[src/srx_pkg.sv]
// Package with register map, field layout and states of the exit controller.
package srx_pkg;

  // ****************************************************************
  // Register map
  // ****************************************************************
  // Printed index of the transition register; byte address is four times it.
  localparam logic [7:0] CFG_INDEX   = 8'h37;
  localparam logic [9:0] CFG_ADDR    = {CFG_INDEX, 2'b00};
  // Control register: start, stop, low-power route and idle chip mode.
  localparam logic [9:0] CTRL_ADDR   = 10'h0F0;
  // Status register: current state, chip mode and sticky timeout bit.
  localparam logic [9:0] STAT_ADDR   = 10'h0F4;
  localparam logic [7:0] CFG_RESET   = 8'h00;
  localparam logic [7:0] CTRL_RESET  = 8'h00;

  // ****************************************************************
  // Field layout
  // ****************************************************************
  localparam int RX_SEL_LSB  = 5;       // Exit from Receive, bits 7..5.
  localparam int TMO_SEL_LSB = 3;       // Exit on timeout, bits 4..3.
  localparam int PKT_SEL_LSB = 0;       // Exit from packet done, bits 2..0.
  localparam int CTRL_START  = 0;       // Write one to start in Receive.
  localparam int CTRL_STOP   = 1;       // Write one to force halt.
  localparam int CTRL_ROUTE  = 2;       // Low-power route: 0 off, 1 idle.
  localparam int CTRL_IDLE   = 3;       // Idle chip mode: 0 standby, 1 sleep.
  localparam int STAT_TMO    = 4;       // Sticky timeout, write one to clear.

  // ****************************************************************
  // Selector codes
  // ****************************************************************
  localparam logic [2:0] RX_PAYLOAD_DONE = 3'h1;
  localparam logic [2:0] RX_PAYLOAD_LP   = 3'h2;
  localparam logic [2:0] RX_CHECKSUM     = 3'h3;
  localparam logic [2:0] RX_STRENGTH     = 3'h4;
  localparam logic [2:0] RX_SYNC         = 3'h5;
  localparam logic [2:0] RX_PREAMBLE     = 3'h6;
  localparam logic [1:0] TMO_RESTART     = 2'h0;
  localparam logic [1:0] TMO_TRANSMIT    = 2'h1;
  localparam logic [1:0] TMO_LOW_POWER   = 2'h2;
  localparam logic [1:0] TMO_HALT        = 2'h3;
  localparam logic [2:0] PKT_HALT        = 3'h0;
  localparam logic [2:0] PKT_TRANSMIT    = 3'h1;
  localparam logic [2:0] PKT_LOW_POWER   = 3'h2;
  localparam logic [2:0] PKT_VIA_SYNTH   = 3'h3;
  localparam logic [2:0] PKT_RECEIVE     = 3'h4;

  // ****************************************************************
  // Sequencer states
  // ****************************************************************
  typedef enum logic [2:0] {
    ST_HALTED  = 3'h0,
    ST_RECEIVE = 3'h1,
    ST_PKTDONE = 3'h2,
    ST_TX      = 3'h3,
    ST_IDLE    = 3'h4,
    ST_RESTART = 3'h5,
    ST_SYNTH   = 3'h6
  } srx_state_t;

endpackage : srx_pkg

[src/srx_regs.sv]
// Storage for the transition and control registers of the exit controller.
`timescale 1ns/1ps
module srx_regs (
  input  wire logic       pclk,      // System clock.
  input  wire logic       presetn,   // Asynchronous reset, active low.
  input  wire logic       cfg_we,    // Write strobe for transition register.
  input  wire logic       ctrl_we,   // Write strobe for control register.
  input  wire logic [7:0] wdata,     // Write data, low byte of the bus.
  output logic      [7:0] cfg_q,     // Transition register contents.
  output logic      [1:0] ctrl_q     // Route and idle mode bits.
);

  // ****************************************************************
  // Register storage
  // ****************************************************************
  logic [7:0] cfg_reg;               // Three selector fields.
  logic [1:0] ctrl_reg;              // Stored control bits only.

  // Both registers load only on the access edge chosen by the bus slave.
  always_ff @(posedge pclk or negedge presetn) begin
    if (!presetn) begin
      cfg_reg  <= srx_pkg::CFG_RESET;
      ctrl_reg <= 2'h0;
    end else begin
      if (cfg_we) begin
        cfg_reg <= wdata;
      end
      if (ctrl_we) begin
        ctrl_reg <= {wdata[srx_pkg::CTRL_IDLE], wdata[srx_pkg::CTRL_ROUTE]};
      end
    end
  end

  assign cfg_q  = cfg_reg;
  assign ctrl_q = ctrl_reg;

endmodule : srx_regs

[src/srx_exit_ctrl.sv]
// Receive and packet-done exit controller of the mode sequencer, APB slave.
`timescale 1ns/1ps

// Functional notes
// - Bits 7..5 pick Receive exit; 000/111 none
// - Code 001: payload done goes packet done
// - Code 010: payload done takes low-power route
// - Code 011: checksum pass goes packet done
// - Codes 100/101/110 halt on strength/sync/preamble
// - Bits 4..3 route timeout, and payload at 011
// - Timeout codes: restart, transmit, low-power, halt
// - Any of three wait timeouts is timeout
// - Bits 2..0 pick packet exit; 000 halt, 010 low-power
// - Packet code 001: queue empty goes transmit
// - 011 via synth if retuned; 100 straight Receive
// - Low-power route: halted, or idle standby/sleep
module srx_exit_ctrl (
  input  wire logic        pclk,                  // System clock, 50 MHz.
  input  wire logic        presetn,               // Async reset, active low.
  input  wire logic        psel,                  // APB select.
  input  wire logic        penable,               // APB access phase.
  input  wire logic        pwrite,                // APB direction, 1 write.
  input  wire logic [9:0]  paddr,                 // APB byte address.
  input  wire logic [31:0] pwdata,                // APB write data.
  output logic      [31:0] prdata,                // APB read data.
  output logic             pready,                // APB ready.
  output logic             pslverr,               // APB error, unmapped.
  input  wire logic        payload_complete_flag, // Payload ready event.
  input  wire logic        checksum_pass_flag,    // Checksum good event.
  input  wire logic        signal_strength_flag,  // Signal strength event.
  input  wire logic        sync_word_match_flag,  // Sync word event.
  input  wire logic        preamble_seen_flag,    // Preamble event.
  input  wire logic        rssi_wait_timeout,     // Strength wait expired.
  input  wire logic        preamble_wait_timeout, // Preamble wait expired.
  input  wire logic        sync_wait_timeout,     // Sync wait expired.
  input  wire logic        queue_empty_flag,      // Data queue empty event.
  input  wire logic        freq_changed,          // Carrier was retuned.
  output logic [2:0]       seq_state,             // Current sequencer state.
  output logic             chip_sleep,            // Idle in sleep mode.
  output logic             receive_timeout_event  // Timeout pulse, registered copy of the timers.
);

  // ****************************************************************
  // Functions
  // ****************************************************************
  // Resolve the low-power route into its final state.
  function automatic srx_pkg::srx_state_t lp_target(input logic route);
    lp_target = route ? srx_pkg::ST_IDLE : srx_pkg::ST_HALTED;
  endfunction : lp_target

  // Resolve a timeout selector code into its next state.
  function automatic srx_pkg::srx_state_t tmo_target(input logic [1:0] sel,
                                                     input logic route);
    unique case (sel)
      srx_pkg::TMO_RESTART:   tmo_target = srx_pkg::ST_RESTART;
      srx_pkg::TMO_TRANSMIT:  tmo_target = srx_pkg::ST_TX;
      srx_pkg::TMO_LOW_POWER: tmo_target = lp_target(route);
      srx_pkg::TMO_HALT:      tmo_target = srx_pkg::ST_HALTED;
    endcase
  endfunction : tmo_target

  // ****************************************************************
  // Bus decode
  // ****************************************************************
  logic [31:0] prdata_reg;            // Registered read data.
  logic        pready_reg;            // Ready, one wait state.
  logic        pslverr_reg;           // Error for unmapped address.
  logic [7:0]  cfg_q;                 // Transition register.
  logic [1:0]  ctrl_q;                // Route and idle bits.
  logic        tmo_sticky_reg;        // Sticky timeout status.
  logic        tmo_pulse_reg;         // Registered timeout pulse.
  srx_pkg::srx_state_t state_reg;     // Sequencer state.
  srx_pkg::srx_state_t state_next;    // Next sequencer state.

  wire        acc_wait  = psel && penable && !pready_reg; // Wait state.
  wire        acc_done  = psel && penable && pready_reg;  // Completing edge.
  wire        hit_cfg   = (paddr == srx_pkg::CFG_ADDR);
  wire        hit_ctrl  = (paddr == srx_pkg::CTRL_ADDR);
  wire        hit_stat  = (paddr == srx_pkg::STAT_ADDR);
  wire        mapped    = hit_cfg || hit_ctrl || hit_stat;
  wire        wr_done   = acc_done && pwrite && mapped;
  wire        cfg_we    = wr_done && hit_cfg;
  wire        ctrl_we   = wr_done && hit_ctrl;
  wire        stat_we   = wr_done && hit_stat;
  wire        start_cmd = ctrl_we && pwdata[srx_pkg::CTRL_START];
  wire        stop_cmd  = ctrl_we && pwdata[srx_pkg::CTRL_STOP];
  wire        tmo_clr   = stat_we && pwdata[srx_pkg::STAT_TMO];
  wire [31:0] stat_word = {27'h000_0000, tmo_sticky_reg, chip_sleep,
                           state_reg};
  wire [31:0] ctrl_word = {28'h000_0000, ctrl_q, 2'h0};
  wire [31:0] rd_word   = hit_cfg  ? {24'h00_0000, cfg_q} :
                          hit_ctrl ? ctrl_word :
                          hit_stat ? stat_word : 32'h0000_0000;

  // Field selectors taken from the transition register and the control register.
  wire [2:0]  rx_exit_select           = cfg_q[srx_pkg::RX_SEL_LSB +: 3];
  wire [1:0]  rx_timeout_exit_select   = cfg_q[srx_pkg::TMO_SEL_LSB +: 2];
  wire [2:0]  pkt_received_exit_select = cfg_q[srx_pkg::PKT_SEL_LSB +: 3];
  wire        route_bit                = ctrl_q[0];
  wire        idle_chip_mode           = ctrl_q[1];

  // Any of the three wait timers counts as a receive timeout.
  wire        rx_timeout = rssi_wait_timeout || preamble_wait_timeout ||
                           sync_wait_timeout;

  // Register storage lives in its own small module.
  srx_regs u_regs (
    .pclk    (pclk),
    .presetn (presetn),
    .cfg_we  (cfg_we),
    .ctrl_we (ctrl_we),
    .wdata   (pwdata[7:0]),
    .cfg_q   (cfg_q),
    .ctrl_q  (ctrl_q)
  );

  // ****************************************************************
  // APB slave
  // ****************************************************************
  // Every access takes one wait state; the read word is captured in the
  // first access cycle so it is stable while pready is high.
  always_ff @(posedge pclk or negedge presetn) begin
    if (!presetn) begin
      pready_reg  <= 1'b0;
      pslverr_reg <= 1'b0;
      prdata_reg  <= 32'h0000_0000;
    end else begin
      pready_reg  <= acc_wait;
      pslverr_reg <= acc_wait && !mapped;
      if (acc_wait && !pwrite) begin
        prdata_reg <= rd_word;
      end
    end
  end

  // ****************************************************************
  // Next-state logic
  // ****************************************************************
  // A timeout is checked before the data events, so a receive window that
  // expires in the same cycle as a late event still leaves by the timeout.
  always_comb begin
    state_next = state_reg;
    unique case (state_reg)
      srx_pkg::ST_RECEIVE: begin
        if (rx_timeout) begin
          state_next = tmo_target(rx_timeout_exit_select, route_bit);
        end else begin
          unique case (rx_exit_select)
            srx_pkg::RX_PAYLOAD_DONE: begin
              if (payload_complete_flag) begin
                state_next = srx_pkg::ST_PKTDONE;
              end
            end
            srx_pkg::RX_PAYLOAD_LP: begin
              if (payload_complete_flag) begin
                state_next = lp_target(route_bit);
              end
            end
            srx_pkg::RX_CHECKSUM: begin
              if (checksum_pass_flag) begin
                state_next = srx_pkg::ST_PKTDONE;
              end else if (payload_complete_flag) begin
                // Payload without a good checksum follows the timeout field.
                state_next = tmo_target(rx_timeout_exit_select,
                                        route_bit);
              end
            end
            srx_pkg::RX_STRENGTH: begin
              if (signal_strength_flag) begin
                state_next = srx_pkg::ST_HALTED;
              end
            end
            srx_pkg::RX_SYNC: begin
              if (sync_word_match_flag) begin
                state_next = srx_pkg::ST_HALTED;
              end
            end
            srx_pkg::RX_PREAMBLE: begin
              // The doubly defined code is taken as the preamble exit.
              if (preamble_seen_flag) begin
                state_next = srx_pkg::ST_HALTED;
              end
            end
            default: begin
              // Codes 000 and 111 leave the sequencer where it is.
              state_next = state_reg;
            end
          endcase
        end
      end
      srx_pkg::ST_PKTDONE: begin
        unique case (pkt_received_exit_select)
          srx_pkg::PKT_HALT:      state_next = srx_pkg::ST_HALTED;
          srx_pkg::PKT_TRANSMIT: begin
            if (queue_empty_flag) begin
              state_next = srx_pkg::ST_TX;
            end
          end
          srx_pkg::PKT_LOW_POWER: state_next = lp_target(route_bit);
          srx_pkg::PKT_VIA_SYNTH: begin
            state_next = freq_changed ? srx_pkg::ST_SYNTH
                                      : srx_pkg::ST_RECEIVE;
          end
          srx_pkg::PKT_RECEIVE:   state_next = srx_pkg::ST_RECEIVE;
          default:                state_next = state_reg;
        endcase
      end
      // Restart and synth-only are one-cycle passes back into Receive.
      srx_pkg::ST_RESTART: state_next = srx_pkg::ST_RECEIVE;
      srx_pkg::ST_SYNTH:   state_next = srx_pkg::ST_RECEIVE;
      // Halted, idle and transmit exits belong to neighbouring logic.
      srx_pkg::ST_HALTED:  state_next = state_reg;
      srx_pkg::ST_IDLE:    state_next = state_reg;
      srx_pkg::ST_TX:      state_next = state_reg;
      default:             state_next = srx_pkg::ST_HALTED;
    endcase
  end

  // ****************************************************************
  // State and status registers
  // ****************************************************************
  // Stop beats start, and both beat the event-driven transitions, so that
  // software can always force the sequencer off.
  always_ff @(posedge pclk or negedge presetn) begin
    if (!presetn) begin
      state_reg <= srx_pkg::ST_HALTED;
    end else if (stop_cmd) begin
      state_reg <= srx_pkg::ST_HALTED;
    end else if (start_cmd) begin
      state_reg <= srx_pkg::ST_RECEIVE;
    end else begin
      state_reg <= state_next;
    end
  end

  // The timeout pulse follows the timers in every state; the sticky copy
  // lets a set in the clearing cycle win over the clear.
  always_ff @(posedge pclk or negedge presetn) begin
    if (!presetn) begin
      tmo_pulse_reg  <= 1'b0;
      tmo_sticky_reg <= 1'b0;
    end else begin
      tmo_pulse_reg <= rx_timeout;
      if (rx_timeout) begin
        tmo_sticky_reg <= 1'b1;
      end else if (tmo_clr) begin
        tmo_sticky_reg <= 1'b0;
      end
    end
  end

  // Chip mode output: sleep only while idling with sleep selected.
  logic chip_sleep_reg;                 // Registered chip mode.
  always_ff @(posedge pclk or negedge presetn) begin
    if (!presetn) begin
      chip_sleep_reg <= 1'b0;
    end else begin
      chip_sleep_reg <= (state_next == srx_pkg::ST_IDLE) &&
                        idle_chip_mode && !stop_cmd && !start_cmd;
    end
  end

  // ****************************************************************
  // Outputs
  // ****************************************************************
  assign prdata                = prdata_reg;
  assign pready                = pready_reg;
  assign pslverr               = pslverr_reg;
  assign seq_state             = state_reg;
  assign chip_sleep            = chip_sleep_reg;
  assign receive_timeout_event = tmo_pulse_reg;

endmodule : srx_exit_ctrl

[config.mk]
export PLATFORM = sky130hd
export DESIGN_NAME = srx_exit_ctrl
export DESIGN_NICKNAME = d
export VERILOG_FILES = /design/src/srx_pkg.sv /design/src/srx_regs.sv /design/src/srx_exit_ctrl.sv
export SDC_FILE = /design/constraint.sdc
export NUM_CORES = 1
export LEC_CHECK = 0
export CORE_UTILIZATION = 47
export DETAILED_ROUTE_END_ITERATION = 10
export DONT_BUFFER_PORTS = 1
export PLACE_DENSITY_LB_ADDON = 0.05
export SETUP_SLACK_MARGIN = 0.2
export SYNTH_ARGS = -nofsm -noshare
export SYNTH_HDL_FRONTEND = slang
export SYNTH_SLANG_ARGS = --single-unit
export TNS_END_PERCENT = 1
[constraint.sdc]
create_clock -name pclk -period 2 [get_ports pclk]
set_input_delay 0.4 -clock pclk [delete_from_list [all_inputs] [get_ports pclk]]
set_output_delay 0.4 -clock pclk [all_outputs]
set_load 0.01 [all_outputs]
# Word-level counts from Yosys, hierarchy flattened

Cells that the tools add are included.

Flip-flop bits (word level): 50
Input port bits: 57
Output and inout port bits: 39
Word-level logic and storage cells: 85

Equal/unequal tests: 23
Mux-type cells: 22
Reductions and logical operators: 31

Operators by type and width:

| kind                | number |
|---|---|
| $mux 3              | 13 |
| $eq 10x8->1 const B | 3 |
| $eq 3x3->1 const B  | 8 |
| $pmux 3 s4          | 2 |
| $eq 3x2->1 const B  | 6 |
| $pmux 3 s6          | 1 |
| $logic_and 1x1->1   | 16 |
| $pmux 3 s5          | 1 |
| $mux 5              | 2 |
| $eq 3x1->1 const B  | 3 |
| $mux 8              | 1 |
| $logic_not 3->1     | 2 |
| $logic_not 1->1     | 5 |
| $eq 2x2->1 const B  | 2 |
| $logic_or 1x1->1    | 4 |
| $reduce_or 3->1     | 1 |
| $eq 2x1->1 const B  | 1 |
| $logic_not 2->1     | 1 |
| $mux 1              | 2 |
| $reduce_bool 2->1   | 1 |
| $reduce_or 2->1     | 1 |

# Longest topological paths before layout

Word-level depth: 11
Depth in mapped cells: 6
Gate-level depth less buffers: 5

# Hierarchy

Synthesis repeated with hierarchy kept, for this count alone.

Cells, all modules: 168
Area total of the unflattened synthesis: 1612.8 sq um

By module, submodules not included:

| module        | instances | cells each | area an instance (sq um) | seq. area each (sq um) |
|---|---|---|---|---|
| srx_exit_ctrl | 1         | 147        | 1208.7                   | 400.4 |
| srx_regs      | 1         | 21         | 404.1                    | 250.2 |

# Worst setup path after synthesis

No wires, ideal clock.

Path kind: input to register
Start: in paddr[0]
End: reg u_regs.cfg_reg[2], in the netlist u_regs.cfg_q[2]
Setup time: 125 ps
Arrival: 1614 ps
Required time: 1875 ps
Path slack: 261 ps
Cell stages on the path: 5
Buffers on the path: 1
Path through: nand4b_1 -> nand2b_1 -> nor4_1 -> buf_4 -> mux2_2

Word-level cells in the longest chain between the ends: 5
Elaborated cells between the ends (all ways): 7
Those cells by class: eq/ne (3); reduce/logical (4)

RTL lines:

| what                           | line                                     | source |
|---|---|---|
| from (decl)                    | srx_exit_ctrl.sv:23                      | `input wire logic [9:0] paddr,` |
| $eq 10x8->1 (on tied branches) | srx_exit_ctrl.sv:77, srx_exit_ctrl.sv:78 |  |
| $logic_or 1x1->1 (2 in series) | srx_exit_ctrl.sv:80                      | `wire mapped = hit_cfg \|\| hit_ctrl \|\| hit_stat;` |
| $logic_and 1x1->1              | srx_exit_ctrl.sv:81                      | `wire wr_done = acc_done && pwrite && mapped;` |
| $logic_and 1x1->1 (*)          | srx_exit_ctrl.sv:82                      | `wire cfg_we = wr_done && hit_cfg;` |
| to (signal assigned)           | srx_regs.sv:22                           | `cfg_reg <= srx_pkg::CFG_RESET;` |
| to (signal assigned)           | srx_regs.sv:26                           | `cfg_reg <= wdata;` |
| to (decl)                      | srx_regs.sv:16                           | `logic [7:0] cfg_reg;` |

Mark *: on every way between the ends. The rest lies on a longest branch, timed or not.
A chain may end at the register's enable or synchronous reset.

# Final worst setup path

Start: reg u_regs.cfg_reg[0], in the netlist u_regs.cfg_q[0]
End: reg chip_sleep_reg, in the netlist chip_sleep

Word-level cells in the longest chain between the ends: 7
Elaborated cells between the ends (all ways): 11
Those cells by class: eq/ne (5); mux (2); reduce/logical (4)

RTL lines:

| what                                     | line                 | source |
|---|---|---|
| $eq 3x3->1, or another cell as far along | srx_exit_ctrl.sv:192 | `unique case (pkt_received_exit_select)` |
| $pmux 3 s5 (*)                           | srx_exit_ctrl.sv:192 |  |
| $pmux 3 s4 (*)                           | srx_exit_ctrl.sv:143 | `unique case (state_reg)` |
| $eq 3x3->1 (*)                           | srx_exit_ctrl.sv:258 | `chip_sleep_reg <= (state_next == srx_pkg::ST_IDLE) &&` |
| $logic_and 1x1->1 (*)                    | srx_exit_ctrl.sv:258 |  |
| $logic_and 1x1->1 (*) (2 in series)      | srx_exit_ctrl.sv:259 | `idle_chip_mode && !stop_cmd && !start_cmd;` |
| to (signal assigned)                     | srx_exit_ctrl.sv:258 |  |
| to (decl)                                | srx_exit_ctrl.sv:253 | `logic chip_sleep_reg;` |

Marked as above.

==> out/qor.txt <==
fin crit period: 1.687 ns
hold depth: 1
Post-Synth Simple-Gate Area: 0.1919
die height: 59.94 microns
CTS Buffer Depth: 2
layout net count: 235
Initial Util: 0.5044
hold_sp: pwdata[1]
PortBufs: 0
Root Buffer: clkbuf_4
Synth Area in Compound Gates: 0.1737
r2r setup slk: 0.31 ns
H-tree depth: 1
Die Area: 3593 sq um
total grt overflow: 0
DRT Pass-1 Iters: 4
WL final: 3.277 mm
worst min path class: primary input to flip-flop
width of the die: 59.94 microns
Layout Skew: 0.006202 ns
sequential area share after synthesis: 0.4124
largest net degree at the start of global routing: 27
Worst Path Max Fanout: 3
Worst EP arrival: 1.93 ns
final setup TNS: 0 ns
Leakage: 0.7241 nW
WP data required: 2.24 ns
final setup violation count: 0
RSZ-0062 raised after global routing: false
initial antenna violation count: 0
Via Count: 1195
CP startpoint kind: flip-flop
Power per Cell Area: 621.3 nW/um^2
global-route wire length before repair: 5.050 mm
Avg Cell Area, Syn: 9.068 sq um
CTS tree: done
num rows: 20
# diodes: 0
IO Pins: 96
Distinct cells, synth: 44
CORE AREA: 3128 sq um
setup ws final: 0.3134 ns
share of layout cells above drive strength 1: 0.1695
Max Fclk: 592.9 MHz
Worst VDD drop: 249.8 uV
fraction of the mapped netlist area in adder cells: 0
gpl congestion: 0.8148
reg2reg path depth: 5
wire per inst: 14.83 microns
post-DP HPWL: 2.427 mm
residual DRC count: 0
Synth Flop Type: dfrtp_1
xor/xnor share of the synthesized area: 0
Worst-Skew Late Latency: 0.33 ns
Final Cycle Share: 0.8433
RR Startpoint: u_regs.cfg_q[0]
DRT antenna net count: 0
clock slew at reported path FFs: 0.15 ns
DR vias/cell: 5.407
cts bufs inserted: 3
max_cap viols: 0
Synth Cell Area: 1578 sq um
pins over their slew limit: 0
RR Endpoint: chip_sleep
crit path capture type: flip-flop
clk sinks: 26
Synth Register Bits: 26
vias in the first global route: 1028
P&R area growth vs syn: 4.044%
largest family of logic cells by synthesized area: simple AND/OR/NAND/NOR gates
mux contribution to synthesized area: 0.05630
Syn. warnings: 0
Mapped Cells: 174
status: finished, final reports clean
DRC marker count from the first detailed-route iteration: 39
asr flop ratio synth: 1.000
pre-CTS setup slack: 0.2411 ns
hold path endpoint: seq_state[0]
Final Hold Vio Count: 0
Crit Path Category: flip-flop to flip-flop
all-layer global routing usage: 0.1911
post-layout util: 0.5248
EDFF count, synth: 0
[synth_stat cells (3+ instances only)]
master     n  area [sq um]
dfrtp_1   26         650.6
buf_4     25         187.7
nand2_1   16         60.06
nor2_1    13         48.80
o21ai_0   10         50.05
a21oi_1    8         40.04
inv_1      8         30.03
mux2_2     6         67.56
nand3_1    6         30.03
clkbuf_1   5         18.77
nand2b_1   5         31.28
a22oi_1    3         22.52
a32oi_1    3         26.28
nor3_1     3         15.01
[worst max path at each step]
stage	cells past startpoint	start	endpoint	slack, ns
after floorplan	5	paddr[0]	u_regs.cfg_q[2]	0.26
after global placement	5	preamble_wait_timeout	chip_sleep	0.24
after detailed placement	5	preamble_wait_timeout	chip_sleep	0.24
after CTS	5	seq_state[1]	chip_sleep	0.25
after global routing	4	pready	u_regs.cfg_q[4]	0.20
final	5	u_regs.cfg_q[0]	chip_sleep	0.31
[routing by layer]
| metal | up-vias | part of all wire | wire length [microns] | track usage |
|---|---|---|---|---|
| met5 | - | 0 | 0 | 0 |
| met4 | 0 | 0.0088 | 29 | 0.06645 |
| met3 | 4 | 0.075 | 245 | 0.04762 |
| met2 | 52 | 0.49 | 1597 | 0.3016 |
| met1 | 567 | 0.43 | 1404 | 0.2534 |
| li1 | 572 | - | - | - |
[cells in the final DEF (no fill, tap or decap), drive strengths merged, types with 2 or more instances in the layout]
cell type / n
a211o: 2
a21oi: 8
a22oi: 3
a31o: 2
a31oi: 2
a32oi: 3
buf: 8
clkbuf: 3
conb: 24
dfrtp: 26
inv: 8
mux2: 7
nand2: 16
nand2b: 5
nand3: 6
nand3b: 2
nand4: 2
nor2: 13
nor3: 4
nor4: 2
o21ai: 12
o22ai: 2
[what timing repair did]
item                                    4_1_cts  5_1_grt
gates resized for setup                       0        5
setup buffers                                 0        2
hold endpoints to repair                     26        0
endpoints found under the setup margin        0        1
hold buffers                                  2        0
[final cells by class]
class,instances,area (sq um)
tap,44,55.05
clock buffer,3,22.52
clock inverter,1,30.03
inverter,8,30.03
fill,304,1486
timing repair buffer,9,82.58
sequential,26,655.6
multi-input combinational,130,765.7
[power breakdown]
part           internal [mW]  switching (mW)  total (mW)
clock network          0.203           0.164       0.367
logic                 0.0257          0.0517      0.0774
registers              0.549          0.0272       0.576
[cell families after synthesis]
kind of cell    after synthesis
compound gates               41
buf+inv                      41
flops                        26
mux                           8
other cells                   1
simple gates                 57
[critical path: stages, from the launching register on]
cell and delay (ns):
dfrtp_2 0.45, mux2i_1 0.11, or4_1 0.49, a21oi_2 0.14, a41oi_1 0.09, nor4b_2 0.31
[metrics by stage]
step / hold slack (ns) / total power, mW / instances / area, sq um
after global placement: 0.1050 / 0.6433 / 213 / 1535
final: 0.1546 / 1.020 / 221 / 1642
after floorplan: 0.1044 / 0.6744 / 197 / 1664
after CTS: 0.1475 / 1.027 / 219 / 1618
after detailed placement: 0.1050 / 0.6473 / 213 / 1535
after global routing: 0.1426 / 1.059 / 221 / 1642
Power figures use the tool's default switching activity.
